--- src/pkg/alu_consts.svh ---
// Constants for the subtract, logic and compare datapath
`ifndef ALU_CONSTS_SVH
`define ALU_CONSTS_SVH

// Instruction clocks, fast RAM or no data access
`define CLK_IMM_A          4'h4
`define CLK_IMM_SADDR_FAST 4'h6
`define CLK_BASIC_FAST     4'h4
`define CLK_LONG_FAST      4'h8
// Instruction clocks, any other area
`define CLK_IMM_SADDR_SLOW 4'h8
`define CLK_BASIC_SLOW     4'h5
`define CLK_LONG_SLOW      4'h9
`define CLK_ONE            4'h1

// Instruction lengths in bytes
`define LEN_ONE            2'h1
`define LEN_TWO            2'h2
`define LEN_THREE          2'h3

// Arithmetic field positions and zero values
`define BORROW_BIT         8
`define AUX_BIT            4
`define BYTE_ZERO          8'h00
`define ADDR_ZERO          16'h0000

// CPU clock divider
`define DIV_SEL_MAX        3'h4
`define DIV_CNT_ZERO       4'h0

`endif

--- src/pkg/alu_pkg.sv ---
// Types shared by the subtract, logic and compare datapath
package alu_pkg;

    // Operations handled by the datapath
    typedef enum logic [2:0] {
        SUBTRACT_OP,
        SUBTRACT_BORROW_OP,
        AND_OP,
        OR_OP,
        XOR_OP,
        COMPARE_OP
    } op_e;

    // Operand forms
    typedef enum logic [3:0] {
        F_IMM_A,
        F_IMM_SADDR,
        F_A_R,
        F_R_A,
        F_A_SADDR,
        F_A_ABS,
        F_PTR,
        F_PTR_BYTE,
        F_PTR_B,
        F_PTR_C
    } form_e;

    // Request from the instruction decoder
    typedef struct packed {
        op_e         op;
        form_e       form;
        logic        in_fast_ram;
        logic [7:0]  dst;
        logic [7:0]  src;
        logic        carry_flag;
        logic        aux_carry_flag;
        logic [15:0] memory_pointer_pair;
        logic [7:0]  offset;
        logic [7:0]  idx_b;
        logic [7:0]  idx_c;
        logic [15:0] absolute_address;
        logic [15:0] short_address;
    } request_s;

    // Answer to the sequencer
    typedef struct packed {
        logic [7:0]  result;
        logic        write_dest;
        logic        zero_flag;
        logic        aux_carry_flag;
        logic        carry_flag;
        logic [15:0] mem_addr;
        logic [1:0]  length;
        logic [3:0]  clocks;
    } answer_s;

endpackage

--- src/rtl/cpu_tick_div.sv ---
// CPU clock enable divider steered by the clock select value
`timescale 1ns/10ps
`include "alu_consts.svh"

module cpu_tick_div
(
    // Clock and reset
    input  wire logic       clk,
    input  wire logic       rst_n,
    // Divide by two to the power of select, select above 4 taken as 4
    input  wire logic [2:0] select,
    // One-cycle enable per CPU clock
    output logic            tick_q
);

    logic [3:0] cnt_q;
    logic [2:0] sel;
    logic [3:0] last;

    // Clamp select, terminal count of the divider
    always_comb
    begin
        sel  = (select > `DIV_SEL_MAX) ? `DIV_SEL_MAX : select;
        last = 4'((5'h01 << sel) - 5'h01);
    end

    // Free-running count and tick
    always_ff @(posedge clk or negedge rst_n)
    begin
        if (!rst_n)
        begin
            cnt_q  <= `DIV_CNT_ZERO;
            tick_q <= 1'b0;
        end
        else if (cnt_q >= last)
        begin
            cnt_q  <= `DIV_CNT_ZERO;
            tick_q <= 1'b1;
        end
        else
        begin
            cnt_q  <= 4'(cnt_q + 4'h1);
            tick_q <= 1'b0;
        end
    end

endmodule

--- src/rtl/sub_logic_alu.sv ---
// Subtract, borrow-subtract, AND, OR, XOR and compare datapath
`timescale 1ns/10ps
`include "alu_consts.svh"

// Summary of operation
// RL1: Subtract source from destination, store, carry on borrow, Z and aux.
// RL2: Borrow-subtract also takes carry in, stores, updates zero, aux, carry.
// RL3: Memory operand at pointer pair, plus byte, plus index B or C.
// RL4: AND stores conjunction, updates zero only, aux and carry kept.
// RL5: OR stores inclusive OR, updates zero only, aux and carry kept.
// RL6: XOR stores exclusive OR, updates zero only, aux and carry kept.
// RL7: Fast RAM clocks: 4 immediate-A, 6 immediate-short, 4 pointer, 8 long.
// RL8: Other area clocks: 8 immediate-short, 5 short or pointer, 9 long.
// RL9: Each instruction clock is one CPU clock from the clock select.
// RL10: Compare computes like subtract, updates flags, writes nothing back.
// RL11: Lengths: 2 immediate-A and register, 3 short-immediate and absolute.
module sub_logic_alu
    import alu_pkg::*;
(
    // Clock and reset
    input  wire logic       clk,
    input  wire logic       rst_n,
    // CPU clock choice
    input  wire logic [2:0] processor_clock_select_register,
    // Request from the decoder
    input  wire logic       start,
    input  wire request_s   req,
    // Answer
    output logic            busy_q,
    output logic            done_q,
    output answer_s         answer_q
);

    // ****************************************************************
    // Timing and length tables
    // ****************************************************************

    // Instruction clocks per form and area
    function automatic logic [3:0] clocks_for(form_e f, logic fast);
        unique case (f)
            F_IMM_A, F_A_R, F_R_A: clocks_for = `CLK_IMM_A; // RL7
            F_IMM_SADDR:
                clocks_for = fast ? `CLK_IMM_SADDR_FAST
                                  : `CLK_IMM_SADDR_SLOW; // RL8
            F_A_SADDR, F_PTR:
                clocks_for = fast ? `CLK_BASIC_FAST
                                  : `CLK_BASIC_SLOW; // RL8
            default:
                clocks_for = fast ? `CLK_LONG_FAST : `CLK_LONG_SLOW; // RL7
        endcase
    endfunction

    // Instruction bytes per form
    function automatic logic [1:0] length_for(form_e f);
        unique case (f)
            F_PTR:                  length_for = `LEN_ONE; // RL11
            F_IMM_SADDR, F_A_ABS:   length_for = `LEN_THREE; // RL11
            default:                length_for = `LEN_TWO; // RL11
        endcase
    endfunction

    // ****************************************************************
    // CPU clock enable
    // ****************************************************************

    logic tick;

    cpu_tick_div u_div
    (
        .clk    (clk),
        .rst_n  (rst_n),
        .select (processor_clock_select_register),
        .tick_q (tick)
    );

    // ****************************************************************
    // Operation
    // ****************************************************************

    request_s   req_q;
    logic [3:0] left_q;
    logic       accept;
    logic       finish;
    logic [8:0] diff;
    logic [4:0] nib;
    logic       bin;
    logic [7:0] res;
    logic       ac;
    logic       cy;
    logic [15:0] addr;

    assign accept = start && !busy_q;
    assign finish = busy_q && tick && (left_q == `CLK_ONE);

    // Result and flags from the latched request
    always_comb
    begin
        bin  = (req_q.op == SUBTRACT_BORROW_OP) && req_q.carry_flag; // RL2
        diff = 9'({1'b0, req_q.dst} - {1'b0, req_q.src} - {8'h00, bin});
        nib  = 5'({1'b0, req_q.dst[3:0]} - {1'b0, req_q.src[3:0]}
                  - {4'h0, bin});
        ac   = req_q.aux_carry_flag;
        cy   = req_q.carry_flag;
        unique case (req_q.op)
            AND_OP: res = req_q.dst & req_q.src; // RL4
            OR_OP:  res = req_q.dst | req_q.src; // RL5
            XOR_OP: res = req_q.dst ^ req_q.src; // RL6
            default:
            begin
                res = diff[7:0]; // RL1
                ac  = nib[`AUX_BIT]; // RL1
                cy  = diff[`BORROW_BIT]; // RL1
            end
        endcase
    end

    // Memory address of the operand
    always_comb
    begin
        unique case (req_q.form)
            F_PTR:       addr = req_q.memory_pointer_pair; // RL3
            F_PTR_BYTE:  addr = 16'(req_q.memory_pointer_pair
                                    + {8'h00, req_q.offset}); // RL3
            F_PTR_B:     addr = 16'(req_q.memory_pointer_pair
                                    + {8'h00, req_q.idx_b}); // RL3
            F_PTR_C:     addr = 16'(req_q.memory_pointer_pair
                                    + {8'h00, req_q.idx_c}); // RL3
            F_A_ABS:     addr = req_q.absolute_address;
            F_IMM_SADDR, F_A_SADDR: addr = req_q.short_address;
            default:     addr = `ADDR_ZERO;
        endcase
    end

    // Request latch
    always_ff @(posedge clk or negedge rst_n)
    begin
        if (!rst_n)
            req_q <= '0;
        else if (accept)
            req_q <= req;
    end

    // Instruction clock count, one per CPU clock
    always_ff @(posedge clk or negedge rst_n)
    begin
        if (!rst_n)
        begin
            busy_q <= 1'b0;
            left_q <= `DIV_CNT_ZERO;
        end
        else if (accept)
        begin
            busy_q <= 1'b1;
            left_q <= clocks_for(req.form, req.in_fast_ram); // RL7 RL8
        end
        else if (busy_q && tick)
        begin
            left_q <= 4'(left_q - `CLK_ONE); // RL9
            if (left_q == `CLK_ONE)
                busy_q <= 1'b0;
        end
    end

    // Answer and completion pulse
    always_ff @(posedge clk or negedge rst_n)
    begin
        if (!rst_n)
        begin
            done_q   <= 1'b0;
            answer_q <= '0;
        end
        else
        begin
            done_q <= finish;
            if (finish)
            begin
                answer_q.result         <= res;
                answer_q.write_dest     <= req_q.op != COMPARE_OP; // RL10
                answer_q.zero_flag      <= res == `BYTE_ZERO;
                answer_q.aux_carry_flag <= ac;
                answer_q.carry_flag     <= cy;
                answer_q.mem_addr       <= addr;
                answer_q.length         <= length_for(req_q.form);
                answer_q.clocks <= clocks_for(req_q.form, req_q.in_fast_ram);
            end
        end
    end

    // ****************************************************************
    // Checks
    // ****************************************************************

    logic [3:0] ticks_q;

    // CPU clocks seen since the request was taken
    always_ff @(posedge clk or negedge rst_n)
    begin
        if (!rst_n)
            ticks_q <= `DIV_CNT_ZERO;
        else if (accept)
            ticks_q <= `DIV_CNT_ZERO;
        else if (busy_q && tick)
            ticks_q <= 4'(ticks_q + `CLK_ONE);
    end
endmodule

--- config.mk ---
export PLATFORM = sky130hd
export DESIGN_NAME = sub_logic_alu
export DESIGN_NICKNAME = d
export VERILOG_FILES = /design/src/pkg/alu_pkg.sv /design/src/rtl/cpu_tick_div.sv /design/src/rtl/sub_logic_alu.sv
export VERILOG_INCLUDE_DIRS = /design/src /design/src/pkg
export SDC_FILE = /design/constraint.sdc
export NUM_CORES = 1
export LEC_CHECK = 0
export ABC_CLOCK_PERIOD_IN_PS = 3200
export BUFFER_PORTS_ARGS = -buffer_cell sky130_fd_sc_hd__buf_2
export CORE_UTILIZATION = 30
export CTS_CLUSTER_DIAMETER = 50
export CTS_CLUSTER_SIZE = 40
export DETAILED_ROUTE_END_ITERATION = 7
export SLEW_MARGIN = 5
export SYNTH_ARGS = -nofsm -noshare
export SYNTH_HDL_FRONTEND = slang
export SYNTH_SLANG_ARGS = --single-unit
--- constraint.sdc ---
create_clock -name clk -period 3.2 [get_ports clk]
set_input_delay 0.64 -clock clk [delete_from_list [all_inputs] [get_ports clk]]
set_output_delay 0.64 -clock clk [all_outputs]
set_load 0.01 [all_outputs]
; Word level (Yosys, flattened, before mapping)
; Index checks and enable logic that the tools add are counted.
[totals]
register_bits = 143
output_inout_bits = 36
elab_cells = 101
[op_classes]
addsub = 10
n_lt_le_gt_ge = 2
eq_ne = 20
shifts = 1
mux = 21
n_bitwise = 3
n_reduce_logical = 18
[op_table]
columns = op, n
row1 = $pmux W16 S6, 1
row2 = $add A16 B8 Y16, 3
row3 = $eq A4 B3 Y1 const B, 6
row4 = $pmux W4 S3, 2
row5 = $pmux W8 S3, 1
row6 = $mux W4, 5
row7 = $eq A4 B2 Y1 const B, 4
row8 = $eq A4 B1 Y1 const B, 3
row9 = $mux W1, 10
row10 = $reduce_or A3 Y1, 3
row11 = $sub A8 B8 Y9, 1
row12 = $sub A9 B1 Y9, 1
row13 = $and A8 B8 Y8, 1
row14 = $eq A4 B4 Y1 const B, 2
row15 = $logic_not A4 Y1, 2
row16 = $logic_not A8 Y1, 1
row17 = $or A8 B8 Y8, 1
row18 = $reduce_or A2 Y1, 4
row19 = $sub A4 B1 Y4 const B, 2
row20 = $xor A8 B8 Y8, 1
row21 = $eq A3 B2 Y1 const B, 2
row22 = $sub A4 B4 Y5, 1
row23 = $sub A5 B1 Y5, 1
row24 = $add A4 B1 Y4 const B, 1
row25 = other kinds (12), 16

; Depth between registers and ports, before layout
; Gate-level depths: netlist of the first run.
[depth]
word_depth = 6
depth_mapped = 13
ltp_nobuf = 11

; By module
; From an unflattened synthesis of the first run, not the netlist that was laid out.
[unflattened]
hier_cells = 689
area_unflattened_um2 = 7584.8
[by_module_without_submodules]
columns = mod, n_inst, cells_per_inst, area_each_um2, seq_area_each_um2
row1 = sub_logic_alu, 1, 660, 7268.2, 3453.3
row2 = cpu_tick_div, 1, 29, 316.6, 125.1

; Least setup slack after synthesis of the first run
; Ideal clock, no wire load.
[synth_path]
path_type = flip-flop to flip-flop
startpoint = register req_q[95] (netlist bit)
endpoint = register answer_q[24] (netlist bit)
setup_time_ns = 0.076
arrival_time_ns = 3.099
t_required_ns = 3.124
setup_slack_ns = 0.025
path_stages_with_launch = 14
n_path_buf = 2
path_cell_list = dfrtp_1 -> buf_2 -> buf_2 -> nor2b_1 -> nand3_1 -> fa_1 -> inv_1 -> ha_1 -> o21a_1 -> or4_1 -> a21oi_1 -> a21oi_1 -> or4_1 -> o21ai_1
[synth_between]
elab_chain_cells = 5
elab_cells_between_ends = 8
classes_between = add/sub: 1 / eq/ne: 4 / mux: 1 / reduce/logical: 2
[synth_lines]
columns = item, line_no
row1 = from (decl), sub_logic_alu.sv:80  ; request_s req_q;
row2 = from (signal assigned), sub_logic_alu.sv:140  ; req_q <= req;
row3 = $eq A3 B1 Y1, sub_logic_alu.sv:98  ; bin = (req_q.op == SUBTRACT_BORROW_OP) && req_q.carry_flag;
row4 = $logic_and A1 B1 Y1, sub_logic_alu.sv:98
row5 = $sub A9 B1 Y9, sub_logic_alu.sv:99  ; diff = 9'({1'b0, req_q.dst} - {1'b0, req_q.src} - {8'h00, bin});
row6 = $pmux W8 S3 *, sub_logic_alu.sv:104  ; unique case (req_q.op)
row7 = $logic_not A8 Y1 (no line) *, n/a
row8 = to (decl), sub_logic_alu.sv:31  ; output answer_s answer_q
; Mark *: on every way between the ends. The rest lies on a longest branch, timed or not.
; A chain may end at the register's enable or synchronous reset.

; Worst setup path in the final report of the first run
[layout_path]
startpoint = register req_q[97] (netlist bit)
endpoint = register answer_q[24] (netlist bit)
; The elaborated chain is that of the path after synthesis.

==> out/results.tsv, run 1 <==
stage	metric	value	unit
run_status	outcome	finished, final reports clean	
timing	tightest_slew	0.821	ns
cells_and_area	multi_input_area	3700	sq um
placement	dp_hpwl	14.0	mm
detailed_routing	drt_iter0_drc	349	
timing	tns	0	ns
setup_path	path_cells	inv_1 > nand3_1 > fa_1 > inv_1 > ha_1 > o21a_1 > or4_1 > a21oi_1 > a21oi_1 > or4_1 > o21ai_1	
setup_path	worstRegToRegCells	11	
die	placeableCoreArea	24500	sq um
setup_path	reg2reg_to	answer_q[24]	
timing	fin_crit_sh	90.9	%
detailed_routing	wl_per_cell	16.3	um
power_and_ir_drop	power	0.0102	W
logic_synthesis	synth_area_leader_cell	dfrtp_1	
die	row_count	57	
die	die_y	161	um
logic_synthesis	seq_area_frac_synth	47.4	%
global_route	grt_pass1_vias	5840	
cts	clockBufferDepth	2	
global_route	grt_max_degree	61	
timing	fin_ws	0.290	ns
setup_path	r2r_slack	0.29	ns
die	dieArea	25800	sq um
setup_path	cp_max_fo	9	
setup_path	critPathRequiredTime	3.55	ns
cts	cts_root_buf	clkbuf_16	
power_and_ir_drop	p_leak	4.39	nW
logic_synthesis	synthArstFlopShare	100	%
timing	hold_viol	0	
detailed_routing	via_per_inst	4.89	
worst_hold_path	hp-class	in2async	
logic_synthesis	syn_nets	850	
detailed_routing	ant_nets	0	
detailed_routing	dr.pass1.iters	6	
setup_path	start_kind	register	
die	fp.dieW	161	um
logic_synthesis	syn_area_per_cell	10.9	sq um
cells_and_area	drive_gt1_share	33.5	%
placement	placedCellCount	1143	
logic_synthesis	ys_ff_latch	143	
timing	post-route-min-period	2.91	ns
cts	tritoncts	built	
setup_path	r2r_start	req_q[97]	
cells_and_area	final_cells	1176	
global_route	grt_pass1_wl	31.4	mm
timing	rsz0062_at_grt	false	
die	start_util	30.8	%
logic_synthesis	synth_top_area_share	47.4	%
logic_synthesis	netlist_instances	695	
timing	slew_violations	0	
power_and_ir_drop	powerDensity	1080	nW/um^2
global_route	overflow	0	
logic_synthesis	yosys_warnings	0	
cts	cts_setup_buffers	0	
cts	clkLatencyLatePin	0.43	ns
logic_synthesis	yosys-top-cells-area	dfrtp_1 47%, mux2_2 12%, ha_1 8.0%	
cts	clk_pin_slew	0.07	ns
cts	ctsHoldBuffers	0	
logic_synthesis	synth-edff-count	0	
logic_synthesis	synth_cell_types	65	
cells_and_area	n_fill_cell	2438	
die	num_io_pins	140	
detailed_routing	vias	5748	
cts	cts_made_buffers	17	
cts	cts_sinks	143	
logic_synthesis	synth-main-ff-cell	dfrtp_1	
cts	cts-htree-levels	4	
setup_path	slowest_stage	fa_1	
global_route	grt.total_usage	15.5	%
power_and_ir_drop	ir_drop	384	uV
cts	cts_resized	0	
timing	max_freq	344	MHz
placement	portBuffers	139	
detailed_routing	drc_errors	0	
cells_and_area	syn_to_final_growth	24.1	%
setup_path	crit_path_end_kind	register	
placement	preCtsSetupSlack	0.297	ns
logic_synthesis	synth_area	7550	sq um
cells_and_area	seqCellArea	3580	sq um
cells_and_area	nets	993	
placement	gp_congestion	0.874	
setup_path	critical_path_class	reg2reg	
setup_path	worstPathArrival	3.26	ns
global_route	antenna_found_initial	1	
timing	setup_violations	0	
timing	skew	0.0211	ns
job	max-cap-violations	0	
timing	max_slew_margin	45.3	%
detailed_routing	drt-total-wl	19.1	mm
setup_path	slowest_delay	0.52	ns
critical path: cells and delay by family, from the launching register on:
| kind | cells | cell delay, ns |
|---|---|---|
| AO/OA/AOI/OAI | 4 | 0.59 |
| flip-flops | 1 | 0.44 |
| buffers and inverters | 2 | 0.16 |
| AND/OR/NAND/NOR | 3 | 0.96 |
| adder cells (fa/ha/maj) | 2 | 0.69 |
cell usage in the layout, fill, tap and decap left out, drive strengths merged, types with 4 or more instances in the layout:
master,Yosys,layout
or3,4,4
mux2i,13,13
ha,48,48
clkbuf,27,18
a21o,6,6
nand2b,7,7
a222oi,16,16
nor3b,5,5
nor3,10,10
a21boi,4,4
xnor2,12,12
nand3,10,10
mux2,81,81
buf,10,161
o21ai,47,47
a211oi,8,8
nor2,40,40
a31oi,6,6
nand2,60,60
inv,36,46
a21oi,32,32
o31ai,4,4
nor2b,6,6
o22ai,7,7
dfrtp,143,143
xor2,4,4
layout make-up:
cell class	instances	share of cell area, %
Inverter	36	1.44
Tap cell	324	4.33
Clock inverter	14	1.98
Sequential cell	143	38.2
Timing Repair Buffer	161	9.80
Multi-Input combinational cell	479	39.5
Clock buffer	18	4.69
Antenna cell	1	0.0267
per-stage QoR:
| step | utilization, % | cell area (sq um) | hold WS (ns) |
|---|---|---|---|
| 2_1_floorplan | - | 7550 | 0.344 |
| 3_3_place_gp | 35.7 | 8740 | 0.459 |
| 3_5_place_dp | 35.7 | 8740 | 0.462 |
| 4_1_cts | 38.3 | 9360 | 0.211 |
| 5_1_grt | 38.3 | 9360 | 0.235 |
| 6_report | 38.3 | 9360 | 0.204 |
cells in the mapped netlist (6+ instances only):
| cell type | n |
|---|---|
| o21ai_1 | 7 |
| inv_1 | 36 |
| nor2_1 | 40 |
| dfrtp_1 | 143 |
| a21oi_1 | 32 |
| a211oi_1 | 8 |
| a222oi_1 | 16 |
| nand2b_1 | 7 |
| buf_2 | 9 |
| o21ai_0 | 40 |
| a31oi_1 | 6 |
| mux2_2 | 81 |
| nor2b_1 | 6 |
| a21o_1 | 6 |
| clkbuf_1 | 27 |
| nand2_1 | 59 |
| xnor2_1 | 12 |
| mux2i_1 | 13 |
| ha_1 | 48 |
| nand3_1 | 10 |
| o22ai_1 | 7 |
| nor3_1 | 9 |
layer usage:
layer  routed length, um  global-route usage [%]
met5                   0                       0
met4                 304                    4.94
met3                1160                    3.77
met1                8760                    20.5
met2                8920                    24.9
sequential cells by signal (all words and copies together) (netlist names):
name and cells:
u_div.cnt_q 4, busy_q 1, answer_q 34, req_q 98
done_q 1, u_div.tick_q 1, left_q 4
where the power goes:
part | switching [W] | internal, W | total [W]
combinational | 0.00252 | 0.00220 | 0.00471
clock | 0.000904 | 0.00122 | 0.00212
sequential | 0.000666 | 0.00265 | 0.00332
cell families (layout without fill, tap and decap cells):
kind of cell | Yosys count | after routing | synth area share (%)
AOI/OAI and AO/OA | 156 | 156 | 13.9
buffers and inverters | 73 | 229 | 3.78
adders and majority gates | 51 | 51 | 8.75
and+or+nand+nor | 162 | 162 | 10.4
DFF | 143 | 143 | 47.4
other | 0 | 1 | 0
xor gates and xnor gates | 16 | 16 | 1.86
muxes | 94 | 94 | 13.8
how the worst max path moves through the flow:
stage                   start            to  slack [ns]  depth (start not counted)
global route        req_q[92]  answer_q[15]        0.04                         12
global placement    req_q[96]  answer_q[24]        0.31                         11
finish              req_q[97]  answer_q[24]        0.29                         11
CTS                 req_q[97]  answer_q[24]        0.27                         11
detailed placement  req_q[97]  answer_q[24]        0.30                         11
floorplan           req_q[95]  answer_q[24]        0.03                         13
Note: power is estimated with default switching activity, not from simulation.
==> run 2: changes to the inputs <==
--- a/config.mk
+++ b/config.mk
@@ -6,6 +6,7 @@
 export SDC_FILE = /design/constraint.sdc
 export NUM_CORES = 1
 export LEC_CHECK = 0
+export ABC_AREA = 1
 export ABC_CLOCK_PERIOD_IN_PS = 3200
 export BUFFER_PORTS_ARGS = -buffer_cell sky130_fd_sc_hd__buf_2
 export CORE_UTILIZATION = 30
==> run 2 against run 1 <==
  * Die area grew 2.9%
  * Fmax increased by 2.0%
  * Via count up 19%
  * Count of clock-buffer cells in the layout grew 1
  * Cell area grew 1.1%
  * Clock skew fell by 0.0098 ns
  * First-iteration DRC count grew 4.9%
  * Critical path depth up 9
  * Core utilization decreased by 0.90 points
==> out/results.tsv, run 2 <==
stage	metric	value	unit
detailed_routing	via_per_inst	4.60	
cts	clkLatencyLatePin	0.43	ns
detailed_routing	wl_per_cell	14.2	um
cells_and_area	syn_to_final_growth	21.8	%
setup_path	worstPathArrival	3.17	ns
placement	placedCellCount	1450	
logic_synthesis	synth_top_area_share	46.1	%
logic_synthesis	ys_ff_latch	143	
timing	skew	0.0113	ns
logic_synthesis	yosys_warnings	0	
run_status	outcome	finished, final reports clean	
cts	cts_root_buf	clkbuf_16	
setup_path	crit_path_end_kind	register	
global_route	grt_pass1_vias	6482	
setup_path	slowest_delay	0.40	ns
detailed_routing	drc_errors	0	
logic_synthesis	seq_area_frac_synth	46.1	%
cells_and_area	regMostFlops	req_q	
placement	dp_hpwl	15.4	mm
detailed_routing	ant_nets	0	
detailed_routing	vias	6814	
setup_path	path_buf_inv	3	
timing	slew_violations	0	
cells_and_area	layout_commonest_cell	nand2_1	
logic_synthesis	synth-edff-count	0	
global_route	overflow	0	
cells_and_area	reg_top3	req_q (98), answer_q (34)	
cts	cts_sinks	143	
setup_path	critical_path_class	reg2reg	
cells_and_area	nets	1294	
detailed_routing	dr.pass1.iters	6	
die	fp.dieW	163	um
cts	clk_pin_slew	0.06	ns
power_and_ir_drop	power	0.0101	W
logic_synthesis	netlist_instances	1006	
timing	post-route-min-period	2.85	ns
cts	cts-htree-levels	4	
cts	ctsHoldBuffers	0	
timing	tns	0	ns
worst_hold_path	hp-class	in2async	
logic_synthesis	synth_area_leader_cell	dfrtp_1	
power_and_ir_drop	ir_drop	363	uV
timing	hold_viol	0	
setup_path	slowest_stage	dfrtp_1	
cells_and_area	largest_reg_flops	98	
setup_path	start_kind	register	
setup_path	cp_max_fo	8	
placement	gp_congestion	0.854	
cells_and_area	final_cells	1482	
timing	max_freq	350	MHz
cts	cts_made_buffers	17	
timing	fin_crit_sh	89.2	%
cells_and_area	n_fill_cell	2676	
setup_path	critPathTopFamily	simple AND/OR/NAND/NOR gates	
timing	max_slew_margin	44.7	%
detailed_routing	drt-total-wl	21.1	mm
die	row_count	58	
die	dieArea	26500	sq um
setup_path	crit_top_cell	nand2_1	
logic_synthesis	synthArstFlopShare	100	%
logic_synthesis	synth.most_common_cell	nand2_1	
timing	hold_ws	0.229	ns
logic_synthesis	synthTopCellsByCount	384 x nand2_1, 143 x dfrtp_1, 109 x inv_1	
cells_and_area	final_cell_mix	384 x nand2_1, 143 x dfrtp_1, 138 x buf_2	
cts	clockBufferDepth	2	
global_route	antenna_found_initial	2	
placement	portBuffers	139	
global_route	grt.total_usage	16.4	%
die	start_util	30.7	%
cts	tritoncts	built	
timing	tightest_slew	0.829	ns
power_and_ir_drop	p_leak	5.07	nW
setup_path	path_cells	inv_1 > nand2_1 > nor2_1 > inv_1 > nand2_1 > o211ai_1 > ha_1 > fa_1 > nand2_1 > inv_1 > nand2_1 > nand2_1 > nand2_1 > nand3_1 > nand3_1 > nand2_1 > nand3_1 > nand2_1 > nand2_1 > nand2_1	
die	num_io_pins	140	
die	die_y	163	um
logic_synthesis	yosys-top-cells-area	dfrtp_1 46%, nand2_1 19%, ha_1 7.7%	
timing	setup_violations	0	
setup_path	critPathRequiredTime	3.52	ns
job	max-cap-violations	0	
logic_synthesis	syn_area_per_cell	7.72	sq um
logic_synthesis	syn_nets	1161	
logic_synthesis	synth_cell_types	39	
timing	rsz0062_at_grt	false	
die	placeableCoreArea	25300	sq um
logic_synthesis	synth-main-ff-cell	dfrtp_1	
global_route	grt_max_degree	110	
detailed_routing	drt_iter0_drc	366	
power_and_ir_drop	powerDensity	1060	nW/um^2
global_route	grt_pass1_wl	33.8	mm
cells_and_area	drive_gt1_share	17.2	%
logic_synthesis	synth_area	7770	sq um
## run 2: cells by family after synthesis
family | synth area share [%]
adders and majority gates | 8.50
buffers and inverters | 7.49
AOI/OAI and AO/OA | 10.3
xor gates and xnor gates | 0.789
and+or+nand+nor | 26.8
DFF | 46.1
## run 2: path summary, 6_finish.rpt
kind                               from              to  slack, ns  cells after the start
setup / recovery              req_q[93]    answer_q[20]       0.35                     20
hold / removal                    rst_n  u_div.cnt_q[0]       0.23                      1
setup reg to reg              req_q[93]    answer_q[20]       0.35                     20
hold reg to reg            answer_q[21]    answer_q[21]       0.48                      2
max in group asynchronous         rst_n    answer_q[10]       2.16                      2
min in group clk                 req[9]        req_q[9]       0.41                      3
## run 2: cell type report
cell class	count	area, sq um	share of cell area (%)
multi-input cells	715	3620	38.2
inverters	116	435	4.60
clock buffers	19	433	4.57
repair buffers	146	779	8.24
flip-flops and latches	143	3580	37.8
well taps	330	413	4.36
clock inverters	12	208	2.19
diodes	1	2.50	0.0264
## run 2: per-layer routing
| layer | part of all wire (%) | GRT usage, % | up-vias |
|---|---|---|---|
| li1 | - | - | 3464 |
| met1 | 50 | 23.7 | 3166 |
| met2 | 43 | 24.4 | 166 |
| met3 | 5.7 | 3.36 | 16 |
| met4 | 1.4 | 5.14 | 2 |
| met5 | 0.062 | 0 | - |
## run 2: stage by stage
| stage | cell area, sq um | utilization [%] | setup slack (ns) |
|---|---|---|---|
| 2_1_floorplan | 7770 | - | 0.735 |
| 3_3_place_gp | 8820 | 34.8 | 0.513 |
| 3_5_place_dp | 8820 | 34.8 | 0.409 |
| 4_1_cts | 9460 | 37.4 | 0.360 |
| 5_1_grt | 9470 | 37.4 | 0.0379 |
| 6_report | 9470 | 37.4 | 0.347 |
## run 2: repair_timing
action | CTS | global route
buffers inserted | 0 | 0
resized for setup | 0 | 1
endpoints found under the setup margin | 0 | 2
## run 2: power breakdown
group,switching (W),internal [W]
Sequential,0.000622,0.00264
Combinational,0.00285,0.00173
Clock,0.000823,0.00139
